==> src/pmx_map.svh <==
// Constants of the MAC-side data port: register offsets, fields, timings.
// Assumes a 125 MHz system clock; included by the port only.
`ifndef PMX_MAP_SVH
`define PMX_MAP_SVH
// Register offsets (word index on the plain register port)
`define PMX_ADDR_CTRL 4'h0
`define PMX_ADDR_STAT 4'h1
// Control field positions
`define PMX_C_THR_LO 0
`define PMX_C_RMII 2
`define PMX_C_MASTER 3
`define PMX_C_SCTX 4
`define PMX_C_SCRX 5
`define PMX_C_SPD100 6
`define PMX_C_FDX 7
`define PMX_C_HBEAT 8
`define PMX_C_SRST 9
`define PMX_CTRL_RST 16'h0041
// Status field positions
`define PMX_S_UNDER 0
`define PMX_S_OVER 1
`define PMX_S_CRS 2
`define PMX_S_COL 3
`define PMX_S_RXBUSY 4
// Timing, in ns, and derived counts of system clocks
`define PMX_SYS_NS 8
`define PMX_COL_QUAL_NS 700
`define PMX_SQE_DLY_NS 1000
`define PMX_SQE_LEN_NS 1000
`define PMX_COL_QUAL_CYC ((`PMX_COL_QUAL_NS + `PMX_SYS_NS - 1) / `PMX_SYS_NS)
`define PMX_SQE_DLY_CYC (`PMX_SQE_DLY_NS / `PMX_SYS_NS)
`define PMX_SQE_LEN_CYC (`PMX_SQE_LEN_NS / `PMX_SYS_NS)
// Last value of the shared reference edge counter, which wraps every 40 edges
`define PMX_EDGE_WRAP 6'd39
`endif

==> src/pmx_pkg.sv <==
// Types shared by the MAC-side data port.
// Assumes pmx_map.svh is on the include path.
package pmx_pkg;
	typedef enum logic [1:0] {RX_IDLE, RX_FILL, RX_SEND} pmx_rx_e;
	typedef logic [5:0] pmx_cnt_t;
endpackage : pmx_pkg

==> src/pmx_port.sv <==
// MAC-facing data port of a 10/100 transceiver: MII, RMII, single-clock MII.
// Assumes line-side strobes are synchronous to SYS_CLK and OSC_STB marks
// one edge of the oscillator reference (two per reference period).
//
// Added by the designer: the register offsets and the plain strobed port.
`timescale 1ns/1ps
`include "pmx_map.svh"

// How it works
// - Half duplex: receive and transmit active together raises collision.
// - Transmitting at 10 Mb, collision waits seven bit times, then holds.
// - Collision found while receiving is reported at once.
// - Heartbeat at 10 Mb: ten-bit pulse on collision about 1 us after packet.
// - Full duplex never shows collision.
// - 10 Mb carrier sense needs squelch to qualify receive data.
// - 100 Mb carrier sense needs signal detect and two separate zeros.
// - Half duplex carrier sense covers both transmit and receive.
// - Full duplex carrier sense is receive only; drops at packet end.
// - RMII moves two bits per 50 MHz reference cycle each way.
// - RMII also drives a separate receive data valid output.
// - Receive error for symbol errors, false carrier, buffer faults.
// - Any receive error corrupts the data handed to the MAC.
// - RMII at 10 Mb samples and presents data every tenth clock.
// - Buffer fault corrupts the packet and sets a sticky status bit.
// - RMII start threshold: 01 2/8, 10 6/4, 11 10/8, 00 14/12 bits.
// - Single-clock start threshold: 4 or 8 bits at 100, 8 at 10.
// - RMII master drives 50 MHz on all clock pins; receive clock 25 MHz in reset.
// - RMII slave halves the 50 MHz input for the non-RMII clock.
// - Single-clock mode moves nibbles on 25 MHz; every tenth at 10 Mb.
// - Separate transmit and receive single-clock enable bits are stored but steer nothing; buffer always.
// - Normal MII clocks run at 2.5 or 25 MHz with nibble data.
module pmx_port
	import pmx_pkg::*;
#(
	parameter int BUF_BITS = 32
) (
	// Clock and reset
	input wire logic SYS_CLK,
	input wire logic RESET_N,
	// Register port
	input wire logic [3:0] REG_ADDR,
	input wire logic [15:0] REG_WDATA,
	input wire logic REG_WR,
	input wire logic REG_RD,
	output logic [15:0] REG_RDATA,
	// Oscillator reference edge
	input wire logic OSC_STB,
	// Line side receive
	input wire logic LINE_RX_ACTIVE,
	input wire logic LINE_RX_NIB_VLD,
	input wire logic [3:0] LINE_RX_NIB,
	input wire logic LINE_SYM_ERR,
	input wire logic LINE_FALSE_CARRIER,
	input wire logic SQUELCH_OK,
	input wire logic SIGNAL_DETECT_INDICATION,
	input wire logic LINE_ZERO_STB,
	// Line side transmit
	output logic LINE_TX_VLD,
	output logic [3:0] LINE_TX_DAT,
	// MAC transmit
	input wire logic TX_EN,
	input wire logic [3:0] TXD,
	// MAC receive and status
	output logic [3:0] RXD,
	output logic RX_DV,
	output logic RX_ER,
	output logic CRS,
	output logic COL,
	// Clock pins
	output logic RX_CLK_OUT,
	output logic TX_CLK_OUT,
	output logic CLK_OUT
);
	localparam int PW = $clog2(BUF_BITS);

	logic rst_a_ff, rst_b_ff;
	logic [15:0] ctrl_ff;
	logic under_ff, over_ff;
	pmx_cnt_t edge_ff;
	logic xfer_tick;
	logic [5:0] xfer_n, clk_n, rxclk_n;
	logic buf_ff [BUF_BITS];
	logic [PW-1:0] wr_ff, rd_ff;
	logic [PW:0] cnt_ff;
	logic [3:0] thr_ff;
	pmx_rx_e rx_st_ff;
	logic err_ff;
	logic rd_go, wr_go, under_ev, over_ev;
	logic [2:0] rw;
	logic tx_first_ff;
	logic [7:0] col_cnt_ff;
	logic [8:0] sqe_cnt_ff;
	logic tx_d_ff;
	logic [1:0] zero_cnt_ff;
	logic zero_d_ff, crs_rx_ff;
	logic rmii, spd, fdx, col_raw, col_q, sqe_on;

	// Reset release through two flops
	always_ff @(posedge SYS_CLK or negedge RESET_N) begin
		if (!RESET_N) begin
			rst_a_ff <= 1'b0;
			rst_b_ff <= 1'b0;
		end else begin
			rst_a_ff <= 1'b1;
			rst_b_ff <= rst_a_ff;
		end
	end

	assign rmii = ctrl_ff[`PMX_C_RMII];
	assign spd = ctrl_ff[`PMX_C_SPD100];
	assign fdx = ctrl_ff[`PMX_C_FDX];

	// True on the edges that end a period of n reference edges
	function automatic logic hit(input pmx_cnt_t c, input logic [5:0] n);
		logic h;
		h = 1'b0;
		unique case (n)
			6'd1: h = 1'b1;
			6'd2: h = (c[0] == 1'b0);
			6'd4: h = (c[1:0] == 2'b00);
			6'd20: h = (c == 6'd0) || (c == 6'd20);
			default: h = (c == 6'd0);
		endcase
		return h;
	endfunction : hit

	// Start threshold in bits for mode, speed and code
	function automatic logic [3:0] thr_bits(input logic rm,
		input logic s100, input logic [1:0] code);
		logic [3:0] t;
		t = 4'h8;
		if (rm) begin
			unique case (code)
				2'b01: t = s100 ? 4'h2 : 4'h8;
				2'b10: t = s100 ? 4'h6 : 4'h4;
				2'b11: t = s100 ? 4'ha : 4'h8;
				2'b00: t = s100 ? 4'he : 4'hc;
			endcase
		end else if (s100) begin
			t = code[0] ^ code[1] ? 4'h4 : 4'h8;
		end
		return t;
	endfunction : thr_bits

	// Register writes; soft reset and modes steer the port
	// single-clock enables kept apart
	always_ff @(posedge SYS_CLK or negedge rst_b_ff) begin
		if (!rst_b_ff) begin
			ctrl_ff <= `PMX_CTRL_RST;
		end else if (REG_WR && REG_ADDR == `PMX_ADDR_CTRL) begin
			ctrl_ff <= {6'h00, REG_WDATA[9:0]};
		end
	end

	// Read data one cycle after the strobe, zero elsewhere
	always_ff @(posedge SYS_CLK or negedge rst_b_ff) begin
		if (!rst_b_ff) begin
			REG_RDATA <= 16'h0000;
		end else if (REG_RD && REG_ADDR == `PMX_ADDR_CTRL) begin
			REG_RDATA <= ctrl_ff;
		end else if (REG_RD && REG_ADDR == `PMX_ADDR_STAT) begin
			REG_RDATA <= {11'h000, rx_st_ff != RX_IDLE, COL, CRS,
				over_ff, under_ff};
		end else begin
			REG_RDATA <= 16'h0000;
		end
	end

	// Reference edge counter shared by all dividers
	always_ff @(posedge SYS_CLK or negedge rst_b_ff) begin
		if (!rst_b_ff) begin
			edge_ff <= 6'd0;
		end else if (OSC_STB) begin
			edge_ff <= (edge_ff == `PMX_EDGE_WRAP) ? 6'd0 : edge_ff + 6'd1;
		end
	end

	// transfer cadence per mode and speed
	always_comb begin
		if (rmii) begin
			xfer_n = spd ? 6'd2 : 6'd20;
			clk_n = ctrl_ff[`PMX_C_MASTER] ? 6'd1 : 6'd2;
		end else begin
			xfer_n = spd ? 6'd4 : 6'd40;
			clk_n = spd ? 6'd2 : 6'd20;
		end
		// receive clock at 25 MHz while held in reset
		rxclk_n = ctrl_ff[`PMX_C_SRST] ? 6'd2 : clk_n;
	end
	assign xfer_tick = OSC_STB && hit(edge_ff, xfer_n);

	// clock pins toggle at half period boundaries
	always_ff @(posedge SYS_CLK or negedge rst_b_ff) begin
		if (!rst_b_ff) begin
			RX_CLK_OUT <= 1'b0;
			TX_CLK_OUT <= 1'b0;
			CLK_OUT <= 1'b0;
		end else if (OSC_STB) begin
			if (hit(edge_ff, rxclk_n))
				RX_CLK_OUT <= !RX_CLK_OUT;
			if (hit(edge_ff, clk_n)) begin
				TX_CLK_OUT <= !TX_CLK_OUT;
				CLK_OUT <= !CLK_OUT;
			end
		end
	end

	// transmit data taken once per transfer slot
	always_ff @(posedge SYS_CLK or negedge rst_b_ff) begin
		if (!rst_b_ff) begin
			LINE_TX_VLD <= 1'b0;
			LINE_TX_DAT <= 4'h0;
		end else if (xfer_tick && !ctrl_ff[`PMX_C_SRST]) begin
			LINE_TX_VLD <= TX_EN;
			LINE_TX_DAT <= rmii ? {2'b00, TXD[1:0]} : TXD;
		end else begin
			LINE_TX_VLD <= 1'b0;
		end
	end

	// Receive elasticity buffer; used in every mode so latency is uniform
	assign rw = rmii ? 3'd2 : 3'd4;
	assign wr_go = LINE_RX_NIB_VLD && rx_st_ff != RX_IDLE;
	assign rd_go = xfer_tick && rx_st_ff == RX_SEND;
	assign over_ev = wr_go && cnt_ff > (PW+1)'(BUF_BITS - 4);
	assign under_ev = rd_go && LINE_RX_ACTIVE && cnt_ff < (PW+1)'(rw);

	always_ff @(posedge SYS_CLK) begin
		if (wr_go && !over_ev) begin
			for (int i = 0; i < 4; i++)
				buf_ff[wr_ff + PW'(i)] <= LINE_RX_NIB[i];
		end
	end

	// Pointers, fill count and frame state
	always_ff @(posedge SYS_CLK or negedge rst_b_ff) begin
		if (!rst_b_ff) begin
			wr_ff <= '0;
			rd_ff <= '0;
			cnt_ff <= '0;
			rx_st_ff <= RX_IDLE;
			thr_ff <= 4'h2;
		end else begin
			unique case (rx_st_ff)
				RX_IDLE: begin
					wr_ff <= '0;
					rd_ff <= '0;
					cnt_ff <= '0;
					thr_ff <= thr_bits(rmii, spd, ctrl_ff[1:0]);
					if (LINE_RX_ACTIVE)
						rx_st_ff <= RX_FILL;
				end
				RX_FILL: begin
					if (wr_go) begin
						wr_ff <= wr_ff + PW'(4);
						cnt_ff <= cnt_ff + (PW+1)'(4);
					end
					// start once threshold bits are held
					if (cnt_ff >= (PW+1)'(thr_ff) || !LINE_RX_ACTIVE)
						rx_st_ff <= RX_SEND;
				end
				RX_SEND: begin
					if (wr_go && !over_ev)
						wr_ff <= wr_ff + PW'(4);
					if (rd_go && !under_ev)
						rd_ff <= rd_ff + PW'(rw);
					cnt_ff <= cnt_ff
						+ ((wr_go && !over_ev) ? (PW+1)'(4) : '0)
						- ((rd_go && !under_ev) ? (PW+1)'(rw) : '0);
					if (!LINE_RX_ACTIVE && cnt_ff < (PW+1)'(rw))
						rx_st_ff <= RX_IDLE;
				end
				default: rx_st_ff <= RX_IDLE;
			endcase
		end
	end

	// error held for rest of frame
	always_ff @(posedge SYS_CLK or negedge rst_b_ff) begin
		if (!rst_b_ff) begin
			err_ff <= 1'b0;
		end else if (rx_st_ff == RX_IDLE && !LINE_RX_ACTIVE) begin
			err_ff <= LINE_FALSE_CARRIER;
		end else if (over_ev || under_ev || LINE_FALSE_CARRIER
			|| (LINE_SYM_ERR && LINE_RX_ACTIVE)) begin
			err_ff <= 1'b1;
		end
	end

	// sticky buffer faults; set wins over write-one clear
	always_ff @(posedge SYS_CLK or negedge rst_b_ff) begin
		if (!rst_b_ff) begin
			under_ff <= 1'b0;
			over_ff <= 1'b0;
		end else begin
			if (under_ev)
				under_ff <= 1'b1;
			else if (REG_WR && REG_ADDR == `PMX_ADDR_STAT
				&& REG_WDATA[`PMX_S_UNDER])
				under_ff <= 1'b0;
			if (over_ev)
				over_ff <= 1'b1;
			else if (REG_WR && REG_ADDR == `PMX_ADDR_STAT
				&& REG_WDATA[`PMX_S_OVER])
				over_ff <= 1'b0;
		end
	end

	// receive data out, corrupted while in error
	always_ff @(posedge SYS_CLK or negedge rst_b_ff) begin
		if (!rst_b_ff) begin
			RXD <= 4'h0;
			RX_DV <= 1'b0;
			RX_ER <= 1'b0;
		end else if (xfer_tick) begin
			RX_DV <= rd_go && !under_ev;
			RX_ER <= rd_go && (err_ff || under_ev || over_ev);
			for (int i = 0; i < 4; i++)
				RXD[i] <= (i < int'(rw) && rd_go)
					? buf_ff[rd_ff + PW'(i)] ^ (err_ff || under_ev) : 1'b0;
		end
	end

	// 100 Mb zeros count only when not back to back
	always_ff @(posedge SYS_CLK or negedge rst_b_ff) begin
		if (!rst_b_ff) begin
			zero_d_ff <= 1'b0;
			zero_cnt_ff <= 2'd0;
		end else begin
			zero_d_ff <= LINE_ZERO_STB;
			if (!SIGNAL_DETECT_INDICATION || !LINE_RX_ACTIVE)
				zero_cnt_ff <= 2'd0;
			else if (LINE_ZERO_STB && !zero_d_ff && zero_cnt_ff != 2'd2)
				zero_cnt_ff <= zero_cnt_ff + 2'd1;
		end
	end

	// receive carrier, dropped at end of packet
	always_ff @(posedge SYS_CLK or negedge rst_b_ff) begin
		if (!rst_b_ff) begin
			crs_rx_ff <= 1'b0;
		end else if (!LINE_RX_ACTIVE) begin
			crs_rx_ff <= 1'b0;
		end else if (spd) begin
			crs_rx_ff <= SIGNAL_DETECT_INDICATION && zero_cnt_ff == 2'd2;
		end else if (SQUELCH_OK) begin
			crs_rx_ff <= 1'b1;
		end
	end

	// carrier pin; half duplex adds own transmission
	always_ff @(posedge SYS_CLK or negedge rst_b_ff) begin
		if (!rst_b_ff)
			CRS <= 1'b0;
		else
			CRS <= crs_rx_ff || (!fdx && TX_EN);
	end

	// collision is both channels active; order decides qualify
	assign col_raw = !fdx && TX_EN && LINE_RX_ACTIVE;
	always_ff @(posedge SYS_CLK or negedge rst_b_ff) begin
		if (!rst_b_ff) begin
			tx_first_ff <= 1'b0;
			col_cnt_ff <= 8'd0;
		end else begin
			if (!TX_EN)
				tx_first_ff <= 1'b0;
			else if (!tx_d_ff)
				tx_first_ff <= !LINE_RX_ACTIVE;
			if (!col_raw)
				col_cnt_ff <= 8'd0;
			else if (col_cnt_ff != 8'hff)
				col_cnt_ff <= col_cnt_ff + 8'd1;
		end
	end
	// seven bit times at 10 Mb before reporting
	assign col_q = col_raw && (spd || !tx_first_ff
		|| col_cnt_ff >= 8'(`PMX_COL_QUAL_CYC));

	// heartbeat delay then pulse after each 10 Mb packet
	always_ff @(posedge SYS_CLK or negedge rst_b_ff) begin
		if (!rst_b_ff) begin
			tx_d_ff <= 1'b0;
			sqe_cnt_ff <= 9'd0;
		end else begin
			tx_d_ff <= TX_EN;
			if (tx_d_ff && !TX_EN && !spd && ctrl_ff[`PMX_C_HBEAT])
				sqe_cnt_ff <= 9'd1;
			else if (sqe_cnt_ff != 9'd0 && sqe_cnt_ff <
				9'(`PMX_SQE_DLY_CYC + `PMX_SQE_LEN_CYC))
				sqe_cnt_ff <= sqe_cnt_ff + 9'd1;
			else
				sqe_cnt_ff <= 9'd0;
		end
	end
	assign sqe_on = sqe_cnt_ff > 9'(`PMX_SQE_DLY_CYC);

	// collision pin silent in full duplex
	always_ff @(posedge SYS_CLK or negedge rst_b_ff) begin
		if (!rst_b_ff)
			COL <= 1'b0;
		else
			COL <= !fdx && (col_q || sqe_on);
	end

	fdx_no_col_a: assert property (@(posedge SYS_CLK) disable iff (!rst_b_ff)
		$past(fdx) |-> !COL) else $error("collision in full duplex");
	rx_col_now_a: assert property (@(posedge SYS_CLK) disable iff (!rst_b_ff)
		(col_raw && !tx_first_ff) |=> COL) else $error("late collision");
	tx_col_wait_a: assert property (@(posedge SYS_CLK)
		disable iff (!rst_b_ff)
		(col_raw && tx_first_ff && !spd && col_cnt_ff < 8'd80 && !sqe_on)
		|=> !COL) else $error("collision not qualified");
	hdx_tx_crs_a: assert property (@(posedge SYS_CLK) disable iff (!rst_b_ff)
		(!fdx && TX_EN) |=> CRS) else $error("no carrier on transmit");
	fdx_crs_rx_a: assert property (@(posedge SYS_CLK) disable iff (!rst_b_ff)
		(fdx && !LINE_RX_ACTIVE ##1 fdx && !LINE_RX_ACTIVE) |=> !CRS)
		else $error("carrier without receive");
	under_stick_a: assert property (@(posedge SYS_CLK)
		disable iff (!rst_b_ff) under_ev |=> under_ff [*2])
		else $error("underrun not held");
	err_flag_a: assert property (@(posedge SYS_CLK) disable iff (!rst_b_ff)
		(xfer_tick && rd_go && err_ff) |=> RX_ER)
		else $error("error not flagged");
	thr_hold_a: assert property (@(posedge SYS_CLK) disable iff (!rst_b_ff)
		(rx_st_ff != RX_IDLE) |=> $stable(thr_ff))
		else $error("threshold moved in frame");
	sqe_pulse_a: assert property (@(posedge SYS_CLK) disable iff (!rst_b_ff)
		(sqe_cnt_ff == 9'd1 && !fdx) |-> ##126 COL)
		else $error("heartbeat missing");
endmodule : pmx_port

==> config.mk <==
export PLATFORM = sky130hd
export DESIGN_NAME = pmx_port
export DESIGN_NICKNAME = d
export VERILOG_FILES = /design/src/pmx_pkg.sv /design/src/pmx_port.sv
export VERILOG_INCLUDE_DIRS = /design/src /design/src/src
export SDC_FILE = /design/constraint.sdc
export NUM_CORES = 1
export LEC_CHECK = 0
export BUFFER_PORTS_ARGS = -buffer_cell sky130_fd_sc_hd__buf_2
export CAP_MARGIN = 15
export CORE_UTILIZATION = 50
export CTS_BUF_LIST = sky130_fd_sc_hd__clkbuf_4
export CTS_CLUSTER_DIAMETER = 100
export CTS_CLUSTER_SIZE = 24
export DETAILED_ROUTE_END_ITERATION = 8
export PLACE_DENSITY_LB_ADDON = 0.05
export SETUP_SLACK_MARGIN = 0.3
export SYNTH_ARGS = -nofsm -noshare
export SYNTH_HDL_FRONTEND = slang
export SYNTH_SLANG_ARGS = --single-unit
==> constraint.sdc <==
create_clock -name SYS_CLK -period 3 [get_ports SYS_CLK]
set_clock_uncertainty 0.05 [all_clocks]
set_input_delay 0.9 -clock SYS_CLK [delete_from_list [all_inputs] [get_ports SYS_CLK]]
set_output_delay 0.9 -clock SYS_CLK [all_outputs]
set_load 0.03 [all_outputs]
==> implementation parameters <==
Parameter                              Value

Pwr
  Combinational power share ... 44.0%
  Net Switching ... 2.32 mW
  Worst supply voltage drop on vdd ... 0.000468 V
  Relative contribution of the clock network to total power ... 18.2%
  Ratio of total power to cell area ... 767 nW/um^2
  Sw frac ... 39.0%
  Internal ... 3.62 mW
  Power share of the sequential group ... 37.8%
  Power Total ... 5.94 mW
  Cell leakage power ... 3.35 nW

CTS
  Clock latency on the worst-skew pair ... 0.55 ns
  Root Buffer ... sky130_fd_sc_hd__clkbuf_4
  Total CTS buffers ... 17
  Number of buffers on the longest clock path ... 2
  Clock input transition at the sequential cells of the worst setup and hold paths ... 0.11 ns
  Number of buffers inserted by hold repair at cts ... 0
  Total number of H-tree levels ... 4
  TritonCTS clock tree ... done
  Clock sinks ... 120

Yosys
  Share of the synthesized area in the top cell type ... 32.1%
  Number of warnings reported in the yosys synthesis log ... 0
  Library cell occupying the most area in the post-synthesis netlist ... sky130_fd_sc_hd__dfrtp_1
  Count of mapped cells out of synthesis ... 604
  Number of flip-flops and latches in the synthesized netlist ... 120
  Post-synth EDFFs ... 32
  Unique cell type count in the Yosys netlist ... 66
  Leading post-synthesis cells by cell area ... sky130_fd_sc_hd__dfrtp_1, sky130_fd_sc_hd__edfxtp_1, sky130_fd_sc_hd__ha_1, sky130_fd_sc_hd__nand2_1, sky130_fd_sc_hd__mux2_2
  Share of synthesized registers carrying an async set or reset ... 73.3%
  Synth Cell Area ... 6620 sq um
  Syn Area/Cell ... 11.0 sq um
  Top flip-flop cell by instance count after synthesis ... sky130_fd_sc_hd__dfrtp_1
  Seq/Total Area, Yosys ... 47.8%

Finish
  Fraction of final layout cells with drive strength greater than 1 ... 27.5%
  Fill cell count ... 1084
  Layout area overhead ... 16.9%
  Number of nets in the layout ... 785
  Antenna fix cells ... 0
  Area of all sequential standard cells ... 3170 sq um
  Leading cell type in the layout, fill and taps excluded ... sky130_fd_sc_hd__dfrtp_1
  Combined area of the multi-input logic cells ... 3290 sq um
  Commonest cells after routing, fill and taps aside ... sky130_fd_sc_hd__dfrtp_1, sky130_fd_sc_hd__nand2_1, sky130_fd_sc_hd__buf_2, sky130_fd_sc_hd__buf_4, sky130_fd_sc_hd__nor2_1

Timing
  Max frequency ... 318 MHz
  Slew of the pin with the lowest slew margin ... 0.622 ns
  Slew margin rel. ... 58.4%
  Post-route clock period utilization ... 105%
  Final sum of negative setup slack ... -0.241 ns
  Minimum setup slack in the final design ... -0.148 ns
  Total of endpoints with negative setup slack in the final report ... 3
  Final hold viol count ... 0
  RSZ-0062 raised after global routing ... yes
  Count of pins over their slew limit ... 0
  Clock period minus final worst setup slack ... 3.15 ns

Critical path
  Slack of the worst reg-to-reg path ... -0.15 ns
  Largest stage delay, worst path ... 0.48 ns
  Worst setup SP type ... register
  Critical-path maximum fanout ... 2
  Reg-to-reg startpoint ... edge_ff[0]
  Cell Chain, Critical Path ... inv_1 -> ha_2 -> nor3b_4 -> o21ai_2 -> o21ai_2 -> nand2_2 -> nor2_4 -> nand2_2 -> fa_1 -> fa_2 -> a21o_1 -> a21oi_2 -> xor2_1 -> a22oi_1 -> o22ai_1
  CP arrival ... 3.57 ns
  Kind of critical path ... register to register
  Worst r2r dst ... cnt_ff[5]
  Number of buffers and inverters on the critical path ... 1
  Sort of element at the end of the critical path ... register
  Largest delay share family, worst path ... adder cells
  Length in cells of the worst reg-to-reg path ... 15
  Data required, critical path ... 3.42 ns
  Cell with the biggest individual delay on the critical path ... sky130_fd_sc_hd__fa_1

Route
  Final wirelength ... 14200 microns
  Via count ... 4827
  Number of DRC markers after the initial detailed-route iteration ... 240
  Final routed DRC violation total ... 0
  Detailed-route vias per instance ... 5.41
  First-pass DRT Iterations ... 4
  Per-cell routed wire length ... 15.9 microns
  Number of nets with antenna violations after detailed routing ... 0

Run status
  Result of the run ... finished with violations
  Failing checks ... setup timing

Place
  HPWL reported at the end of detailed placement ... 10500 microns
  Total of buffers placed on input and output ports ... 60
  Global placement routability congestion ... 0.824

Die
  CORE AREA ... 12800 sq um
  Die height ... 117 microns
  Effective utilization at floorplan ... 51.9%
  Top Ports ... 73
  Horizontal die dimension ... 117 microns
  Number of rows created at floorplan ... 41
  Floorplan die area ... 13700 sq um

Job
  Max-capacitance violation count ... 0

Worst hold path
  Worst hold-check path type ... input pin to async pin

Global routing
  Largest net degree at the start of global routing ... 87
  Wire length of the first global-routing pass ... 23000 microns
  Number of antenna violations at the first check in global routing ... 0
  Overall fraction of global-route tracks in use ... 22.4%
  Via count of the first global-routing pass ... 4602
  Total congestion overflow ... 0
worst reg2reg max path, cell delays in order (launching register included):
cell and delay (ns):
sky130_fd_sc_hd__dfrtp_1 0.40, sky130_fd_sc_hd__inv_1 0.06, sky130_fd_sc_hd__ha_2 0.18, sky130_fd_sc_hd__nor3b_4 0.21
sky130_fd_sc_hd__o21ai_2 0.10, sky130_fd_sc_hd__o21ai_2 0.22, sky130_fd_sc_hd__nand2_2 0.11, sky130_fd_sc_hd__nor2_4 0.10
sky130_fd_sc_hd__nand2_2 0.07, sky130_fd_sc_hd__fa_1 0.48, sky130_fd_sc_hd__fa_2 0.36, sky130_fd_sc_hd__a21o_1 0.19
sky130_fd_sc_hd__a21oi_2 0.14, sky130_fd_sc_hd__xor2_1 0.15, sky130_fd_sc_hd__a22oi_1 0.10, sky130_fd_sc_hd__o22ai_1 0.15
Yosys cell counts, types with 3 or more instances:
library cell,number
sky130_fd_sc_hd__and2_1,7
sky130_fd_sc_hd__o221ai_1,6
sky130_fd_sc_hd__fa_1,3
sky130_fd_sc_hd__nor3b_1,6
sky130_fd_sc_hd__nor2b_1,4
sky130_fd_sc_hd__mux2_2,23
sky130_fd_sc_hd__nor3_1,15
sky130_fd_sc_hd__a21oi_1,16
sky130_fd_sc_hd__nor4b_1,6
sky130_fd_sc_hd__o22ai_1,4
sky130_fd_sc_hd__buf_4,6
sky130_fd_sc_hd__mux2_1,5
sky130_fd_sc_hd__edfxtp_1,32
sky130_fd_sc_hd__dfrtp_1,85
sky130_fd_sc_hd__clkbuf_1,17
sky130_fd_sc_hd__nor4_1,8
sky130_fd_sc_hd__a21o_1,7
sky130_fd_sc_hd__a211oi_1,3
sky130_fd_sc_hd__a31oi_1,3
sky130_fd_sc_hd__inv_1,31
sky130_fd_sc_hd__o31ai_1,4
sky130_fd_sc_hd__xor2_1,15
sky130_fd_sc_hd__xnor2_1,14
sky130_fd_sc_hd__ha_1,33
sky130_fd_sc_hd__dfstp_2,3
sky130_fd_sc_hd__a22o_1,5
sky130_fd_sc_hd__nand4_1,4
sky130_fd_sc_hd__mux2i_1,12
sky130_fd_sc_hd__mux4_1,7
sky130_fd_sc_hd__nand2_1,74
sky130_fd_sc_hd__nor2_1,40
sky130_fd_sc_hd__buf_2,5
sky130_fd_sc_hd__nand3_1,20
sky130_fd_sc_hd__o21ai_0,22
sky130_fd_sc_hd__nand2b_1,9
sky130_fd_sc_hd__and3_1,4
sky130_fd_sc_hd__mux4_2,6
metrics by stage:
| step | hold slack, ns | std cells | util, % | area (sq um) | setup WS (ns) |
|---|---|---|---|---|---|
| 2_1_floorplan | 0.281 | 610 | - | 6700 | -0.208 |
| 3_3_place_gp | 0.291 | 855 | 57.7 | 7380 | -0.290 |
| 3_5_place_dp | 0.295 | 855 | 57.7 | 7380 | -0.336 |
| 4_1_cts | 0.0340 | 887 | 59.9 | 7650 | -0.159 |
| 5_1_grt | 0.0333 | 892 | 60.6 | 7740 | -0.319 |
| 6_report | 0.0692 | 892 | 60.6 | 7740 | -0.148 |
worst max-delay path by stage:
stage / endpoint / slack [ns] / start / cells past startpoint
after global routing: cnt_ff[5] / -0.32 / edge_ff[0] / 15
after CTS: cnt_ff[5] / -0.16 / edge_ff[1] / 15
after floorplan: cnt_ff[5] / -0.21 / OSC_STB / 13
after global placement: cnt_ff[5] / -0.29 / OSC_STB / 13
after detailed placement: cnt_ff[5] / -0.34 / OSC_STB / 13
final: cnt_ff[5] / -0.15 / edge_ff[0] / 15
cell families after synthesis:
logic type / Yosys count / share of synthesized area [%]
muxes: 53 / 11.4
buffers and inverters: 63 / 4.12
AOI/OAI and AO/OA: 90 / 9.39
and+or+nand+nor: 211 / 16.2
DFF: 120 / 47.8
other: 2 / 0.113
adders and majority gates: 36 / 7.14
xor gates and xnor gates: 29 / 3.83
timing repair:
item,CTS,global route
setup endpoints to repair,4,17
gates resized for setup,3,8
cloned,0,0
setup buffers,1,4
pin swaps,2,9
per-layer routing:
| layer | vias to the layer above | GRT usage, % | part of all wire (%) | routed length, microns |
|---|---|---|---|---|
| met5 | - | 0 | 0 | 0 |
| met4 | 0 | 8.95 | 1.7 | 234 |
| met3 | 19 | 4.74 | 3.8 | 531 |
| met2 | 96 | 35.9 | 47 | 6650 |
| met1 | 2356 | 29.8 | 48 | 6740 |
| li1 | 2356 | - | - | - |
layout make-up:
class                      count  share of cell area (%)
clock inverter                12                    1.42
inverter                      34                    1.65
tap                          172                    2.78
sequential                   120                    41.0
clock buffer                  19                    1.84
multi-input combinational    427                    42.5
timing repair buffer         108                    8.84
sequential cells by signal, indices dropped and copies added (netlist names), 4 cells and up:
name         count
LINE_TX_DAT      4
REG_RDATA       10
RXD              4
buf_ff          32
cnt_ff           6
col_cnt_ff       8
ctrl_ff         10
edge_ff          6
rd_ff            4
sqe_cnt_ff       9
power groups by stage:
stage	clock network, mW	registers [mW]	logic, mW
6_report	1.08	2.24	2.61
5_1_grt	1.18	2.29	2.88
4_1_cts	1.11	2.26	2.55
3_5_place_dp	0	2.29	2.52
3_3_place_gp	0	2.27	2.46
2_1_floorplan	0	2.43	1.57
(Power assumes the default switching activity.)
